--- config.mk ---
export PLATFORM = sky130hd
export DESIGN_NAME = ddc_top
export DESIGN_NICKNAME = d
export VERILOG_FILES = /design/src/hdl/ddc_pkg.sv /design/src/hdl/ddc_sync2.sv /design/src/hdl/ddc_top.sv
export SDC_FILE = /design/constraint.sdc
export NUM_CORES = 1
export LEC_CHECK = 0
export BUFFER_PORTS_ARGS = -buffer_cell sky130_fd_sc_hd__buf_2
export CAP_MARGIN = 30
export CORE_MARGIN = 4
export CORE_UTILIZATION = 30
export DETAILED_ROUTE_END_ITERATION = 12
export SYNTH_ARGS = -nofsm -noshare
export SYNTH_HDL_FRONTEND = slang
export SYNTH_SLANG_ARGS = --single-unit
--- constraint.sdc ---
create_clock -name clock -period 3.9 [get_ports clock]
set_input_delay 0.78 -clock clock [delete_from_list [all_inputs] [get_ports clock]]
set_output_delay 0.78 -clock clock [all_outputs]
set_load 0.02 [all_outputs]
--- src/hdl/ddc_pkg.sv ---
// Purpose: constants for the datapath control register block
// Assumes: Avalon-MM slave, 32-bit data, byte addressed, 25 MHz clock
// Notes: one 16-bit control register plus a read-only sync status word
// Contract
// - Bit 15 enables first pair offset fix
// - Bit 14 enables second pair offset fix
// - Bit 13 enables first pair gain/phase fix
// - Bit 12 enables second pair gain/phase fix
// - Bits 11:8 one-hot select interpolation factor
// - Bit 7 enables FIFO, set after reset
// - Bit 4 drives fault pin, else high-Z
// - Bit 3 sets fault pin polarity
// - Bit 2 syncs FIFO output pointer
// - Sync with bit 2 aligns divided clocks
// - Bit 1 enables first pair droop filter
// - Bit 0 enables second pair droop filter
// - Reset value of control register is 0x049C
package ddc_pkg;
    localparam logic [3:0]  DDC_ADDR_W      = 4'h4;
    localparam logic [3:0]  DDC_CTRL_OFS    = 4'h0;
    localparam logic [3:0]  DDC_STAT_OFS    = 4'h4;
    localparam logic [15:0] DDC_CTRL_RST    = 16'h049C;
    localparam logic [15:0] DDC_CTRL_WMASK  = 16'hFF9F;
    localparam int          DDC_B_OFS_A     = 15;
    localparam int          DDC_B_OFS_B     = 14;
    localparam int          DDC_B_GP_A      = 13;
    localparam int          DDC_B_GP_B      = 12;
    localparam int          DDC_B_INTERP_HI = 11;
    localparam int          DDC_B_INTERP_LO = 8;
    localparam int          DDC_B_FIFO      = 7;
    localparam int          DDC_B_FOE       = 4;
    localparam int          DDC_B_FPOL      = 3;
    localparam int          DDC_B_SYNC      = 2;
    localparam int          DDC_B_DROOP_A   = 1;
    localparam int          DDC_B_DROOP_B   = 0;
    localparam logic [3:0]  DDC_IF_1X       = 4'h0;
    localparam logic [3:0]  DDC_IF_2X       = 4'h1;
    localparam logic [3:0]  DDC_IF_4X       = 4'h2;
    localparam logic [3:0]  DDC_IF_8X       = 4'h4;
    localparam logic [3:0]  DDC_IF_16X      = 4'h8;
    localparam logic [4:0]  DDC_RATE_RST    = 5'h08;
    localparam logic [3:0]  DDC_DIV_RST     = 4'h0;
endpackage : ddc_pkg

--- src/hdl/ddc_sync2.sv ---
// Purpose: two-flop synchroniser for pin inputs
// Assumes: single clock domain on the output side
// Notes: first stage read only by the second stage
module ddc_sync2
    import ddc_pkg::*;
(
    input  wire logic clock,
    input  wire logic arst_n,
    input  wire logic d,
    output logic      q
);
    typedef struct packed
    {
        logic s1;
        logic s2;
    } ddc_sync_t;

    ddc_sync_t st_q;
    ddc_sync_t st_d;

    always_comb
    begin
        st_d.s1 = d;
        st_d.s2 = st_q.s1;
    end

    always_ff @(posedge clock or negedge arst_n)
    begin
        if (!arst_n)
            st_q <= '0;
        else
            st_q <= st_d;
    end

    assign q = st_q.s2;
endmodule : ddc_sync2

--- src/hdl/ddc_top.sv ---
// Purpose: datapath control register with Avalon-MM access
// Assumes: one access answered per idle cycle; waitrequest high one cycle
// Notes: fault pin is open as two signals; sync arrives on a pin
module ddc_top
    import ddc_pkg::*;
(
    input  wire logic        clock,
    input  wire logic        arst_n,
    input  wire logic [3:0]  address,
    input  wire logic        read,
    input  wire logic        write,
    input  wire logic [31:0] writedata,
    input  wire logic [3:0]  byteenable,
    output logic [31:0]      readdata,
    output logic             waitrequest,
    input  wire logic        alarm_event,
    input  wire logic        sync_pin,
    output logic             first_pair_offset_fix_en,
    output logic             second_pair_offset_fix_en,
    output logic             first_pair_gain_phase_fix_en,
    output logic             second_pair_gain_phase_fix_en,
    output logic [4:0]       interp_rate_onehot,
    output logic             fifo_en,
    output logic             fifo_ptr_sync,
    output logic             clkdiv_align,
    output logic             first_pair_droop_comp_en,
    output logic             second_pair_droop_comp_en,
    output logic             fault_o,
    output logic             fault_oe
);
    typedef struct packed
    {
        logic [15:0] ctrl;
        logic        ack;
        logic [31:0] rdata;
        logic        ofs_a;
        logic        ofs_b;
        logic        gp_a;
        logic        gp_b;
        logic [4:0]  rate;
        logic        fifo;
        logic        psync;
        logic        align;
        logic        drp_a;
        logic        drp_b;
        logic        fo;
        logic        foe;
        logic        sync_d1;
        logic [3:0]  div;
        logic [7:0]  sync_cnt;
    } ddc_state_t;

    ddc_state_t st_q;
    ddc_state_t st_d;
    logic       sync_s;
    logic       alarm_s;
    logic       sync_rise;
    logic       req;

    ddc_sync2 u_sync
    (
        .clock  (clock),
        .arst_n (arst_n),
        .d      (sync_pin),
        .q      (sync_s)
    );

    ddc_sync2 u_alarm
    (
        .clock  (clock),
        .arst_n (arst_n),
        .d      (alarm_event),
        .q      (alarm_s)
    );

    assign req       = (read || write) && !st_q.ack;
    assign sync_rise = sync_s && !st_q.sync_d1;

    always_comb
    begin
        st_d         = st_q;
        st_d.ack     = req;
        st_d.sync_d1 = sync_s;
        // Bus access; a held request is served once, then released
        if (req && write && address == DDC_CTRL_OFS)
        begin
            if (byteenable[0])
                st_d.ctrl[7:0] = writedata[7:0] & DDC_CTRL_WMASK[7:0];
            if (byteenable[1])
                st_d.ctrl[15:8] = writedata[15:8];
        end
        if (req && read)
        begin
            if (address == DDC_CTRL_OFS)
                st_d.rdata = {16'h0000, st_q.ctrl};
            else if (address == DDC_STAT_OFS)
                st_d.rdata = {16'h0000, st_q.sync_cnt, st_q.div, 3'h0, alarm_s};
            else
                st_d.rdata = 32'h0000_0000;
        end
        st_d.ofs_a = st_q.ctrl[DDC_B_OFS_A];
        st_d.ofs_b = st_q.ctrl[DDC_B_OFS_B];
        st_d.gp_a  = st_q.ctrl[DDC_B_GP_A];
        st_d.gp_b  = st_q.ctrl[DDC_B_GP_B];
        // interpolation decode; undefined codes fall back to 1x
        case (st_q.ctrl[DDC_B_INTERP_HI:DDC_B_INTERP_LO])
            DDC_IF_2X:  st_d.rate = 5'h02;
            DDC_IF_4X:  st_d.rate = 5'h04;
            DDC_IF_8X:  st_d.rate = 5'h08;
            DDC_IF_16X: st_d.rate = 5'h10;
            default:    st_d.rate = 5'h01;
        endcase
        st_d.fifo  = st_q.ctrl[DDC_B_FIFO];
        st_d.psync = sync_rise && st_q.ctrl[DDC_B_SYNC];
        // divider restarts at zero so all phases line up
        st_d.align = sync_rise && st_q.ctrl[DDC_B_SYNC];
        if (sync_rise && st_q.ctrl[DDC_B_SYNC])
        begin
            st_d.div      = DDC_DIV_RST;
            st_d.sync_cnt = st_q.sync_cnt + 8'h01;
        end
        else
            st_d.div = st_q.div + 4'h1;
        st_d.drp_a = st_q.ctrl[DDC_B_DROOP_A];
        st_d.drp_b = st_q.ctrl[DDC_B_DROOP_B];
        // drive or release the fault pin
        st_d.foe   = st_q.ctrl[DDC_B_FOE];
        // polarity: low-active when bit is clear
        st_d.fo    = st_q.ctrl[DDC_B_FPOL] ? alarm_s : !alarm_s;
    end

    always_ff @(posedge clock or negedge arst_n)
    begin
        if (!arst_n)
        begin
            st_q      <= '0;
            st_q.ctrl <= DDC_CTRL_RST;
            st_q.rate <= DDC_RATE_RST;
            st_q.fifo <= 1'b1;
            st_q.foe  <= 1'b1;
        end
        else
            st_q <= st_d;
    end

    // Waitrequest high until the answer is ready the next cycle
    assign waitrequest                   = !st_q.ack;
    assign readdata                      = st_q.rdata;
    assign first_pair_offset_fix_en      = st_q.ofs_a;
    assign second_pair_offset_fix_en     = st_q.ofs_b;
    assign first_pair_gain_phase_fix_en  = st_q.gp_a;
    assign second_pair_gain_phase_fix_en = st_q.gp_b;
    assign interp_rate_onehot            = st_q.rate;
    assign fifo_en                       = st_q.fifo;
    assign fifo_ptr_sync                 = st_q.psync;
    assign clkdiv_align                  = st_q.align;
    assign first_pair_droop_comp_en      = st_q.drp_a;
    assign second_pair_droop_comp_en     = st_q.drp_b;
    assign fault_o                       = st_q.fo;
    assign fault_oe                      = st_q.foe;

    AST_OFS_A: assert property (@(posedge clock) disable iff (!arst_n)
        1'b1 |=> first_pair_offset_fix_en == $past(st_q.ctrl[DDC_B_OFS_A]))
        else $error("offset A enable mismatch");
    AST_OFS_B: assert property (@(posedge clock) disable iff (!arst_n)
        1'b1 |=> second_pair_offset_fix_en == $past(st_q.ctrl[DDC_B_OFS_B]))
        else $error("offset B enable mismatch");
    AST_GP: assert property (@(posedge clock) disable iff (!arst_n)
        ##1 {first_pair_gain_phase_fix_en, second_pair_gain_phase_fix_en}
            == $past(st_q.ctrl[DDC_B_GP_A:DDC_B_GP_B]))
        else $error("gain/phase enables mismatch");
    AST_RATE: assert property (@(posedge clock) disable iff (!arst_n)
        $past(st_q.ctrl[11:8]) == DDC_IF_16X |-> interp_rate_onehot == 5'h10)
        else $error("16x not selected");
    AST_FIFO: assert property (@(posedge clock) disable iff (!arst_n)
        (req && write && address == DDC_CTRL_OFS && byteenable[0] && !writedata[7])
        |=> ##1 !fifo_en)
        else $error("fifo not disabled");
    AST_FOE: assert property (@(posedge clock) disable iff (!arst_n)
        fault_oe == $past(st_q.ctrl[DDC_B_FOE]))
        else $error("fault enable mismatch");
    AST_POL: assert property (@(posedge clock) disable iff (!arst_n)
        ##1 fault_o == ($past(st_q.ctrl[DDC_B_FPOL]) ~^ $past(alarm_s)))
        else $error("fault polarity wrong");
    AST_SYNC: assert property (@(posedge clock) disable iff (!arst_n)
        (sync_rise && st_q.ctrl[DDC_B_SYNC]) |=> fifo_ptr_sync && clkdiv_align)
        else $error("sync pulse missing");
    AST_ALIGN: assert property (@(posedge clock) disable iff (!arst_n)
        clkdiv_align |-> st_q.div == 4'h0 ##1 st_q.div == 4'h1)
        else $error("divider not aligned");
    AST_NOSYNC: assert property (@(posedge clock) disable iff (!arst_n)
        !$past(st_q.ctrl[DDC_B_SYNC]) |-> !fifo_ptr_sync)
        else $error("sync while disabled");
    AST_DROOP: assert property (@(posedge clock) disable iff (!arst_n)
        ##1 {first_pair_droop_comp_en, second_pair_droop_comp_en}
            == $past(st_q.ctrl[1:0]))
        else $error("droop enables mismatch");
    AST_RST: assert property (@(posedge clock)
        $rose(arst_n) |-> st_q.ctrl == DDC_CTRL_RST)
        else $error("reset value wrong");

    COV_WR: cover property (@(posedge clock) disable iff (!arst_n)
        req && write && address == DDC_CTRL_OFS);
    COV_RD: cover property (@(posedge clock) disable iff (!arst_n)
        req && read && address == DDC_STAT_OFS);
    COV_SYNC: cover property (@(posedge clock) disable iff (!arst_n) clkdiv_align);
    COV_HIZ: cover property (@(posedge clock) disable iff (!arst_n) !fault_oe);

    // Alarm shown on a driven pin
    COV_ALARM: cover property (@(posedge clock) disable iff (!arst_n) fault_oe && fault_o);

    AST_GP_B: assert property (@(posedge clock) disable iff (!arst_n)
        second_pair_gain_phase_fix_en == $past(st_q.ctrl[DDC_B_GP_B]))
        else $error("gain/phase B enable mismatch");

    AST_DROOP_B: assert property (@(posedge clock) disable iff (!arst_n)
        second_pair_droop_comp_en == $past(st_q.ctrl[DDC_B_DROOP_B]))
        else $error("droop B enable mismatch");

    AST_RSVD: assert property (@(posedge clock) disable iff (!arst_n)
        st_q.ctrl[6:5] == 2'b00)
        else $error("reserved bits set");

    AST_ONEHOT: assert property (@(posedge clock) disable iff (!arst_n)
        $onehot(interp_rate_onehot))
        else $error("rate not one-hot");

    AST_RATE8: assert property (@(posedge clock) disable iff (!arst_n)
        $past(st_q.ctrl[11:8]) == DDC_IF_8X |-> interp_rate_onehot == 5'h08)
        else $error("8x not selected");

    AST_RATE1: assert property (@(posedge clock) disable iff (!arst_n)
        $past(st_q.ctrl[11:8]) == DDC_IF_1X |-> interp_rate_onehot == 5'h01)
        else $error("1x not selected");

    // Answer lasts one cycle so a held strobe is not served twice
    AST_WAIT: assert property (@(posedge clock) disable iff (!arst_n)
        !waitrequest |=> waitrequest)
        else $error("waitrequest low too long");

    // pointer sync is a single pulse
    AST_PSYNC_ONE: assert property (@(posedge clock) disable iff (!arst_n)
        fifo_ptr_sync |=> !fifo_ptr_sync)
        else $error("pointer sync too long");

    AST_FIFO_ON: assert property (@(posedge clock) disable iff (!arst_n)
        $past(st_q.ctrl[DDC_B_FIFO]) |-> fifo_en)
        else $error("fifo not enabled");

    AST_HIZ: assert property (@(posedge clock) disable iff (!arst_n)
        !$past(st_q.ctrl[DDC_B_FOE]) |-> !fault_oe)
        else $error("fault pin not released");
endmodule : ddc_top

# == Word level (Yosys, flattened, before mapping) ==
# Cells that the tools add are included.
# word_totals
word_cells,47
out_inout_bits,49
ff_bits,79
inputBits,46
# op_classes
muxes,5
n_addsub,2
n_reduce_logical,13
eq_ne,5
# ops
cell,n
16-bit two-way mux,2
5-bit case mux with 4 select lines,1
"8-bit by 1-bit adder with 8-bit output, second input constant",1
"4-bit by 3-bit equality test with 1-bit output, second input constant",2
1-bit logical AND,6
"4-bit by 1-bit adder with 4-bit output, second input constant",1
"4-bit by 1-bit equality test with 1-bit output, second input constant",1
"4-bit by 2-bit equality test with 1-bit output, second input constant",1
"4-bit equality test, second input constant",1
4-bit logical NOT,1
4-bit two-way mux,1
2-bit AND reduction,2
1-bit logical NOT,3
1-bit logical OR,1
1-bit two-way mux,1

# == Longest topological paths before layout ==
# Gate-level depths: netlist (run 1).
# logic_depth
depth_word,5
depth_mapped,5

# == Modules after synthesis ==
# Synthesis (run 1) repeated with hierarchy kept, for this count alone.
# hier_totals
hier_cells,202
area_unflattened_um2,2693.8
# modules_own_cells
module,seq_area_each_um2,area_each_um2,cells_each,n_inst
ddc_top,1486.4,2593.7,198,1
ddc_sync2,50.0,50.0,2,2

# == Worst setup path before layout (run 1) ==
# No wires, ideal clock.
# synth_path
kind,input -> register
start,input address[1]
end,"register st_q, in the netlist st_d[15]"
path_slack_ns,2.080
setup_ns,0.125
t_arrival_ns,1.695
path_buffers,1
cell_stages,4
path_cell_list,nor4_2 -> and3_2 -> buf_6 -> mux2_2
# synth_via
elab_chain_cells,3
# synth_lines
element,line_no,text
from (decl),ddc_top.sv:9,"input wire logic [3:0] address,"
4-bit logical NOT,ddc_top.sv:85,if (req && write && address == DDC_CTRL_OFS)
1-bit logical AND,ddc_top.sv:85,
2-bit AND reduction (no line),n/a,
to (signal assigned),ddc_top.sv:143,st_q <= st_d;
to (decl),ddc_top.sv:53,ddc_state_t st_q;
# No other way between the ends.
# A chain may end at the register's enable or synchronous reset.

# == Final worst setup path (run 1) ==
# layout_path
start,input address[1]
end,register st_q[73] in the netlist's numbering
# The elaborated chain is that of the path after synthesis.

==> results of run 1 <==
==> through the flow <==
| step | hold slack, ps | std cells | area [µm²] | worst slack (ps) |
|---|---|---|---|---|
| 6_report | 350.5 | 354 | 3099 | 1944 |
| 5_1_grt | 361.1 | 354 | 3099 | 1884 |
| 4_1_cts | 354.2 | 354 | 3099 | 1929 |
| 3_5_place_dp | 338.5 | 338 | 2854 | 1556 |
| 2_1_floorplan | 331.2 | 217 | 2771 | 2080 |
| 3_3_place_gp | 333.1 | 338 | 2854 | 1609 |
==> sequential cells by signal, indices dropped and copies added (netlist names) <==
register / count
second_pair_droop_comp_en: 1
st_d: 8
second_pair_offset_fix_en: 1
first_pair_gain_phase_fix_en: 1
u_sync.q: 1
first_pair_droop_comp_en: 1
u_sync.st_d: 1
fault_oe: 1
readdata: 16
u_alarm.q: 1
interp_rate_onehot: 5
first_pair_offset_fix_en: 1
fifo_en: 1
u_alarm.st_d: 1
st_q: 20
clkdiv_align: 1
second_pair_gain_phase_fix_en: 1
fault_o: 1
==> worst max path at each step <==
| stage | start | endpoint | cells past startpoint |
|---|---|---|---|
| floorplan | address[1] | st_d[15]$_DFFE_PN0P_ | 4 |
| global placement | address[1] | st_d[25]$_DFFE_PN0P_ | 4 |
| detailed placement | address[1] | st_q[73]$_DFFE_PN0P_ | 4 |
| CTS | address[1] | st_d[28]$_DFFE_PN0P_ | 4 |
| global route | address[1] | st_d[28]$_DFFE_PN0P_ | 4 |
| finish | address[1] | st_q[73]$_DFFE_PN0P_ | 4 |
==> metal layers <==
metal,vias to the layer above,GRT usage,share of wire
met2,55,0.1441,0.45
met3,11,0.03045,0.065
met5,-,0,0
met1,768,0.1402,0.46
met4,0,0.05976,0.024
li1,722,-,-
==> cell usage in the layout (no fill, tap or decap), types with 2 or more instances in the layout <==
cell type and instances:
buf_2 58, dfrtp_1 55, conb_1 16, and2_1 12, a221o_1 11, clkbuf_8 10, mux2_4 8, dfstp_2 8
xnor2_1 6, nor2_1 6, mux2_2 6, xor2_1 5, a22o_1 5, nand2_1 5, nor4b_1 4, and3_1 3
nand4_1 3, bufinv_16 3, o21ai_0 2, nand3_1 2, nor3_1 2, ha_1 2, clkinv_2 2
==> report_power, final <==
part / internal (mW) / switching, mW
registers: 0.758 / 0.0759
logic: 0.115 / 0.140
clock network: 0.440 / 0.247
total: 1.31 / 0.463
==> layout make-up <==
cell class | count | area (µm²)
Timing Repair Buffer | 59 | 297.8
Fill cell | 890 | 5664
Clock buffer | 10 | 137.6
Multi-Input combinational cell | 106 | 827.0
Sequential cell | 63 | 1587
Inverter | 2 | 7.507
Tap cell | 108 | 135.1
Clock inverter | 6 | 107.6
==> worst reg2reg max path, cell delays in order, from the launching register on <==
cell	delay, ps
dfrtp_1	410
nand2b_4	260
nor4_4	790
a221o_1	300
==> logic make-up after synthesis <==
family | count (synthesis)
and+or+nand+nor | 44
AOI/OAI and AO/OA | 19
adders and majority gates | 2
DFF | 63
xor gates and xnor gates | 11
buffers and inverters | 48
other | 1
muxes | 14
==> impl_metrics.env, run 1 <==
export IMPL_cp_end_kind="register"
export IMPL_status="completed"
export IMPL_final_util=0.3537
export IMPL_cts_buffers=9
export IMPL_setup_viol=0
export IMPL_root_buffer="clkbuf_8"
export IMPL_fin_crit_sh=0.5016
export IMPL_cp_max_fo=8
export IMPL_syn_instance_count=202
export IMPL_die_h_um=103.1
export IMPL_cpPeakStageDelay_ps=580
export IMPL_postCtsHoldBufs=0
export IMPL_h_tree_depth=3
export IMPL_synth_area_um2=2715
export IMPL_coreArea_um2=8763
export IMPL_vias=1556
export IMPL_hold_violations=0
export IMPL_cts_resized=0
export IMPL_numClockSinks=63
export IMPL_fin_nets=289
export IMPL_cts_tree="built"
export IMPL_grt_antenna_before_repair=0
export IMPL_fmax_mhz=511.2
export IMPL_num_rows=34
export IMPL_synthTopCellsByArea="dfrtp_1, buf_4, dfstp_2, mux2_4, a221o_1"
export IMPL_yosysSeqAreaShare=0.5843
export IMPL_hold_path_end="u_alarm.q$_DFF_PN0_"
export IMPL_io_pins=95
export IMPL_arrival_ps=2170
export IMPL_hold_start="u_alarm.st_d[0]$_DFF_PN0_"
export IMPL_tightest_slew_ps=904.4
export IMPL_io_buffers=58
export IMPL_grt_pass1_vias=1563
export IMPL_dp_hpwl_um=3544
export IMPL_drt_iter0_drc=31
export IMPL_synth_common_cells="dfrtp_1, buf_4, and2_1, a221o_1"
export IMPL_synth_compound_area_frac=0.06406
export IMPL_hold_depth=0
export IMPL_synth_top_family_by_area="buffers and inverters"
export IMPL_cts_setup_buffers=0
export IMPL_grtUsageTotal=0.1028
export IMPL_die_w_um=103.1
export IMPL_cp_cell_sequence="buf_2 -> nor4_2 -> and3_1 -> mux2_4"
export IMPL_ys_flop_type="dfrtp_1"
export IMPL_fin_skew_ps=7.903
export IMPL_dieArea_um2=10640
export IMPL_period_needed_ps=1956
export IMPL_static_leakage_power_nw=1.572
export IMPL_ys_ff_latch=63
export IMPL_synthSimpleGateAreaFrac=0.1046
export IMPL_drv_slew=0
export IMPL_irDropWorstVdd_mv=0.2046
export IMPL_hold_path_class="register to register"
export IMPL_rrSetupSlack_ps=2080
export IMPL_cp_required_ps=4120
export IMPL_syn_mean_instance_area_um2=13.44
export IMPL_yosysMostFrequentCell="dfrtp_1"
export IMPL_diodes=0
export IMPL_yosysUniqueCellTypes=34
export IMPL_finalSetupTns_ps=0
export IMPL_cts_buffer_depth=2
export IMPL_area_growth_pct=14.15
export IMPL_drc=0
export IMPL_power_mw=1.775
export IMPL_grt_pass1_wl_um=8031
export IMPL_clkLatencyLatePin_ps=330
export IMPL_muxShareOfSynthArea=0.06912
export IMPL_ant_nets=0
export IMPL_wl_per_cell_um=14.11
export IMPL_drive_gt1_frac=0.4146
export IMPL_synth_edf_count=0
export IMPL_synth_xor_area_share=0.03548
export IMPL_viasPerCell=4.395
export IMPL_synth_area_leader_cell="dfrtp_1"
export IMPL_cp_num_buf_inv=1
export IMPL_crit_type="input pin to register"
export IMPL_cp_slowest_cell="and3_1"
export IMPL_powerDensity_nw_per_um2=572.7
export IMPL_finalWirelength_um=4995
export IMPL_synth_top_area_frac=0.5069
export IMPL_initial_utilization=0.3098
export IMPL_r2r_end="readdata[9]$_DFFE_PN0P_"
export IMPL_grt_setup_unrepaired="false"
export IMPL_r2r_start="st_q[61]$_DFF_PN0_"
export IMPL_clk_pin_slew_ps=70
export IMPL_maxCapViolations=0
export IMPL_startpoint_type="input pin"
export IMPL_ys_warn_count=0
export IMPL_grt_max_degree=33
export IMPL_crit_family="simple AND/OR/NAND/NOR gates"
export IMPL_synth_fa_ha_area_frac=0.009217
export IMPL_synth_async_reset_ratio=1.000
export IMPL_max_slew_margin=0.3926
export IMPL_grt_ovfl_total=0
export IMPL_reg2reg_depth=3
export IMPL_drtPass1Iterations=4
export IMPL_gp_congestion=0.6922
Note: power is estimated with default switching activity, not from simulation.
==> inputs of run 2 (changes only) <==
==> constraint.sdc (replaced) <==
create_clock -name clock -period 2 [get_ports clock]
set_input_delay 0.4 -clock clock [delete_from_list [all_inputs] [get_ports clock]]
set_output_delay 0.4 -clock clock [all_outputs]
set_load 0.02 [all_outputs]
==> run 2 against run 1 <==
Compared with the run above: setup slack got worse by 1400 ps; via count increased by 0.19%; critical path depth unchanged; combinational power increased by 96%; sequential share of layout area decreased by 0.73 points; design area increased by 1.5%; core utilization increased by 0.51 points; sequential power increased by 96%; critical endpoint is now st_q[6]$_DFFE_PN0P_.
==> impl_metrics.env, run 2 (synthesis results as in run 1) <==
export IMPL_intPower_mw=2.600
export IMPL_grt_setup_unrepaired="false"
export IMPL_die_w_um=103.1
export IMPL_vias=1559
export IMPL_largest_register_ff_count=20
export IMPL_drive_gt1_frac=0.4217
export IMPL_status="completed"
export IMPL_grt_pass1_wl_um=8238
export IMPL_static_leakage_power_nw=1.600
export IMPL_cts_buffer_depth=2
export IMPL_hold_path_class="input pin to async pin"
export IMPL_grt_ovfl_total=0
export IMPL_setup_viol=0
export IMPL_cp_required_ps=2220
export IMPL_dieArea_um2=10640
export IMPL_irDropWorstVdd_mv=0.2845
export IMPL_p_clk_frac=0.393
export IMPL_startpoint="st_q[64]$_DFFE_PN1P_"
export IMPL_finalSetupTns_ps=0
export IMPL_switching_share=0.2580
export IMPL_wl_per_cell_um=14.31
export IMPL_grtUsageMet2=0.1549
export IMPL_io_buffers=58
export IMPL_cts_buffers=9
export IMPL_drv_slew=0
export IMPL_arrival_ps=1670
export IMPL_grtUsageTotal=0.1046
export IMPL_root_buffer="clkbuf_8"
export IMPL_numClockSinks=63
export IMPL_fin_nets=292
export IMPL_finalWirelength_um=5110
export IMPL_fmax_mhz=687.9
export IMPL_r2r_start="st_q[64]$_DFFE_PN1P_"
export IMPL_reg2reg_depth=4
export IMPL_fin_skew_ps=11.65
export IMPL_layout_commonest_cell="buf_2"
export IMPL_grt_antenna_before_repair=0
export IMPL_cp_max_fo=8
export IMPL_stdcell_area_um2=3144
export IMPL_largest_register="st_q"
export IMPL_postCtsHoldBufs=0
export IMPL_final_cell_mix="buf_2, dfrtp_1, conb_1, and2_1"
export IMPL_drc=0
export IMPL_met1_usage=0.1407
export IMPL_grt_max_degree=64
export IMPL_drt_iter0_drc=56
export IMPL_met3_usage=0.03789
export IMPL_cts_setup_buffers=0
export IMPL_clk_pin_slew_ps=70
export IMPL_maxCapViolations=0
export IMPL_die_h_um=103.1
export IMPL_viasPerCell=4.367
export IMPL_cp_end_kind="register"
export IMPL_coreArea_um2=8763
export IMPL_crit_type="register to register"
export IMPL_layout_setup_ws_ps=546.4
export IMPL_grt_pass1_vias=1586
export IMPL_startpoint_type="register"
export IMPL_powerDensity_nw_per_um2=1115
export IMPL_fin_crit_sh=0.7268
export IMPL_rrSetupSlack_ps=550
export IMPL_diodes=0
export IMPL_dp_hpwl_um=3564
export IMPL_netSwitchingPower_uw=904.0
export IMPL_clkLatencyLatePin_ps=330
export IMPL_period_needed_ps=1454
export IMPL_ant_nets=0
export IMPL_power_frac_seq=0.464
export IMPL_num_rows=34
export IMPL_r2r_end="st_q[6]$_DFFE_PN0P_"
export IMPL_initial_utilization=0.3098
export IMPL_hold_violations=0
export IMPL_cts_tree="built"
export IMPL_cts_resized=0
export IMPL_h_tree_depth=3
export IMPL_p_comb_frac=0.143
export IMPL_drtPass1Iterations=4
export IMPL_area_growth_pct=15.81
export IMPL_io_pins=95
export IMPL_top_usage_layer="met2"
export IMPL_pre_cts_ws_ps=275.7
export IMPL_gp_congestion=0.6880
export IMPL_place_area_um2=2889
run 2: worst max-delay path, stage by stage, from the launching register on:
cell	delay, ps
dfstp_2	550
nand3b_1	240
clkinv_1	260
nand4_1	140
xnor2_1	150
run 2: worst max path at each step:
stage	endpoint	cells after the start
2_1_floorplan	st_d[15]$_DFFE_PN0P_	4
3_3_place_gp	st_d[27]$_DFFE_PN0P_	5
3_5_place_dp	st_q[71]$_DFFE_PN0P_	5
4_1_cts	st_q[6]$_DFFE_PN0P_	4
5_1_grt	st_q[4]$_DFFE_PN0P_	4
6_report	st_q[6]$_DFFE_PN0P_	4
run 2: stage by stage:
stage | hold slack (ps) | instances | power [mW] | utilization
finish | 68.75 | 357 | 3.504 | 0.3588
global route | 89.57 | 357 | 3.705 | 0.3588
CTS | 68.77 | 357 | 3.564 | 0.3588
detailed placement | 335.8 | 341 | 2.162 | 0.3297
global placement | 333.4 | 341 | 2.141 | 0.3297
floorplan | 104.4 | 217 | 2.035 | -
run 2: per-layer routing:
layer | vias up | share of wire
met5 | - | 0
met1 | 776 | 0.45
met3 | 4 | 0.065
li1 | 725 | -
met2 | 54 | 0.48
met4 | 0 | 0.0061
run 2: power groups by stage:
stage,Combinational [mW],Clock [mW],Sequential [mW]
final,0.499,1.38,1.63
after global routing,0.562,1.49,1.66
after CTS,0.511,1.42,1.63
after detailed placement,0.510,0,1.65
after global placement,0.498,0,1.64
after floorplan,0.395,0,1.64
run 2: final cells by class:
cell class	instances	area (µm²)
well taps	108	135.1
clock buffers	11	151.4
flip-flops and latches	63	1587
repair buffers	62	332.8
clock inverters	5	103.9
inverters	2	7.507
multi-input cells	106	827.0
fillers	865	5619
==> inputs of run 3 (changes only) <==
==> constraint.sdc (replaced) <==
create_clock -name clock -period 1.5 [get_ports clock]
set_input_delay 0.3 -clock clock [delete_from_list [all_inputs] [get_ports clock]]
set_output_delay 0.3 -clock clock [all_outputs]
set_load 0.02 [all_outputs]
==> run 3 against run 2 <==
Compared with the run above: via count grew 3.8%; largest cell class unchanged; first-iteration DRC count shrank 16%; core utilization grew 0.51 points; sequential cell count is the same; clock power grew 6%; setup slack lost 420 ps; final cell count grew 1.7%; sequential power grew 33%.
==> impl_metrics.env, run 3 (synthesis results as in run 1) <==
export IMPL_status="completed"
export IMPL_area_growth_pct=17.47
export IMPL_grt_antenna_before_repair=0
export IMPL_viasPerCell=4.457
export IMPL_drt_iter0_drc=47
export IMPL_grt_ovfl_total=0
export IMPL_arrival_ps=1590
export IMPL_coreArea_um2=8763
export IMPL_startpoint="st_q[61]$_DFF_PN0_"
export IMPL_hold_violations=0
export IMPL_p_clk_frac=0.338
export IMPL_clkLatencyLatePin_ps=340
export IMPL_power_frac_seq=0.502
export IMPL_root_buffer="clkbuf_8"
export IMPL_initial_utilization=0.3098
export IMPL_powerDensity_nw_per_um2=1353
export IMPL_setup_viol=0
export IMPL_numClockSinks=63
export IMPL_ant_nets=0
export IMPL_period_needed_ps=1372
export IMPL_maxCapViolations=0
export IMPL_wl_per_cell_um=14.22
export IMPL_switching_share=0.2916
export IMPL_grt_setup_unrepaired="false"
export IMPL_h_tree_depth=3
export IMPL_fin_crit_sh=0.9144
export IMPL_intPower_mw=3.057
export IMPL_grtUsageTotal=0.1063
export IMPL_clk_pin_slew_ps=70
export IMPL_drtPass1Iterations=4
export IMPL_reg2reg_depth=4
export IMPL_fin_nets=298
export IMPL_die_h_um=103.1
export IMPL_diodes=0
export IMPL_layout_commonest_cell="buf_2"
export IMPL_r2r_start="st_q[61]$_DFF_PN0_"
export IMPL_p_comb_frac=0.160
export IMPL_gp_congestion=0.6997
export IMPL_vias=1618
export IMPL_fin_skew_ps=8.960
export IMPL_die_w_um=103.1
export IMPL_fmax_mhz=729.1
export IMPL_grt_pass1_vias=1636
export IMPL_grt_pass1_wl_um=8369
export IMPL_cts_buffer_depth=2
export IMPL_finalWirelength_um=5163
export IMPL_fin_cells=363
export IMPL_hold_depth=1
export IMPL_largest_register_ff_count=20
export IMPL_dp_hpwl_um=3602
export IMPL_drive_gt1_frac=0.4353
export IMPL_irDropWorstVdd_mv=0.4743
export IMPL_startpoint_type="register"
export IMPL_cp_end_kind="register"
export IMPL_cp_max_fo=17
export IMPL_static_leakage_power_nw=1.611
export IMPL_dieArea_um2=10640
export IMPL_io_pins=95
export IMPL_drc=0
export IMPL_num_rows=34
export IMPL_final_cell_mix="buf_2, dfrtp_1, conb_1, and2_1, a221o_1"
export IMPL_crit_type="register to register"
export IMPL_drv_slew=0
export IMPL_hold_path_class="input pin to register"
export IMPL_io_buffers=58
export IMPL_final_util=0.3639
export IMPL_cp_required_ps=1710
export IMPL_largest_register="st_q"
export IMPL_dpl_cell_count=346
export IMPL_cts_buffers=9
export IMPL_hold_start="alarm_event"
export IMPL_cts_setup_buffers=0
export IMPL_grt_max_degree=42
export IMPL_netSwitchingPower_mw=1.259
export IMPL_cts_tree="built"
## run 3: cell types whose count changed in the layout (fill, tap and decap cells not counted), sizes merged
cell and change:
clkbuf -2, bufinv -2, clkinvlp +1, buf +5, dlygate4sd3 +1, clkinv +3
## run 3: metal layers
metal	up-vias	track usage	wire, µm	share of wire
li1	739	-	-	-
met1	819	0.1414	2247	0.44
met2	54	0.1579	2458	0.48
met3	6	0.03451	374	0.072
met4	0	0.04781	82	0.016
met5	-	0	0	0
## run 3: stage by stage
| step | hold WS, ps | total power, mW | TNS, ps | area [µm²] | worst slack, ps |
|---|---|---|---|---|---|
| floorplan | 4.409 | 2.713 | 0 | 2771 | 159.7 |
| global placement | 295.8 | 2.871 | -557.0 | 2977 | -56.89 |
| detailed placement | 305.2 | 2.901 | -914.7 | 2977 | -85.89 |
| CTS | 44.25 | 4.388 | 0 | 3184 | 105.8 |
| global route | 44.58 | 4.568 | 0 | 3189 | 32.25 |
| finish | 65.79 | 4.316 | 0 | 3189 | 128.5 |
## run 3: area by class of cell
class / count / area, µm²
Timing Repair Buffer: 68 / 430.4
Tap cell: 108 / 135.1
Clock inverter: 7 / 73.82
Fill cell: 887 / 5574
Inverter: 2 / 7.507
Clock buffer: 9 / 123.9
Sequential cell: 63 / 1587
Multi-Input combinational cell: 106 / 832.0
## run 3: timing repair
action,4_1_cts,5_1_grt
resized for setup,0,1
endpoints found under the setup margin,0,1
endpoints found under the hold margin,55,0
hold buffers,1,0
## run 3: worst max-delay path, stage by stage (launching register included)
cell,delay [ps]
dfrtp_1,390
nand2b_4,280
nor4_4,80
buf_12,150
a221o_1,350
## run 3: final timing paths
path / end / slack [ps]
worst max-delay path: readdata[9]$_DFFE_PN0P_ / 130
worst min-delay path: u_alarm.st_d[0]$_DFF_PN0_ / 70
worst max register to register: readdata[9]$_DFFE_PN0P_ / 130
worst min register to register: u_alarm.q$_DFF_PN0_ / 360
max in group asynchronous: st_q[72]$_DFFE_PN1P_ / 720
min in group asynchronous: readdata[2]$_DFFE_PN0P_ / 480
## run 3: power groups by stage
| stage | clock (mW) | sequential (mW) | combinational, mW |
|---|---|---|---|
| floorplan | 0 | 2.19 | 0.527 |
| global placement | 0 | 2.19 | 0.680 |
| detailed placement | 0 | 2.20 | 0.696 |
| CTS | 1.51 | 2.17 | 0.704 |
| global route | 1.60 | 2.21 | 0.762 |
| finish | 1.46 | 2.17 | 0.690 |
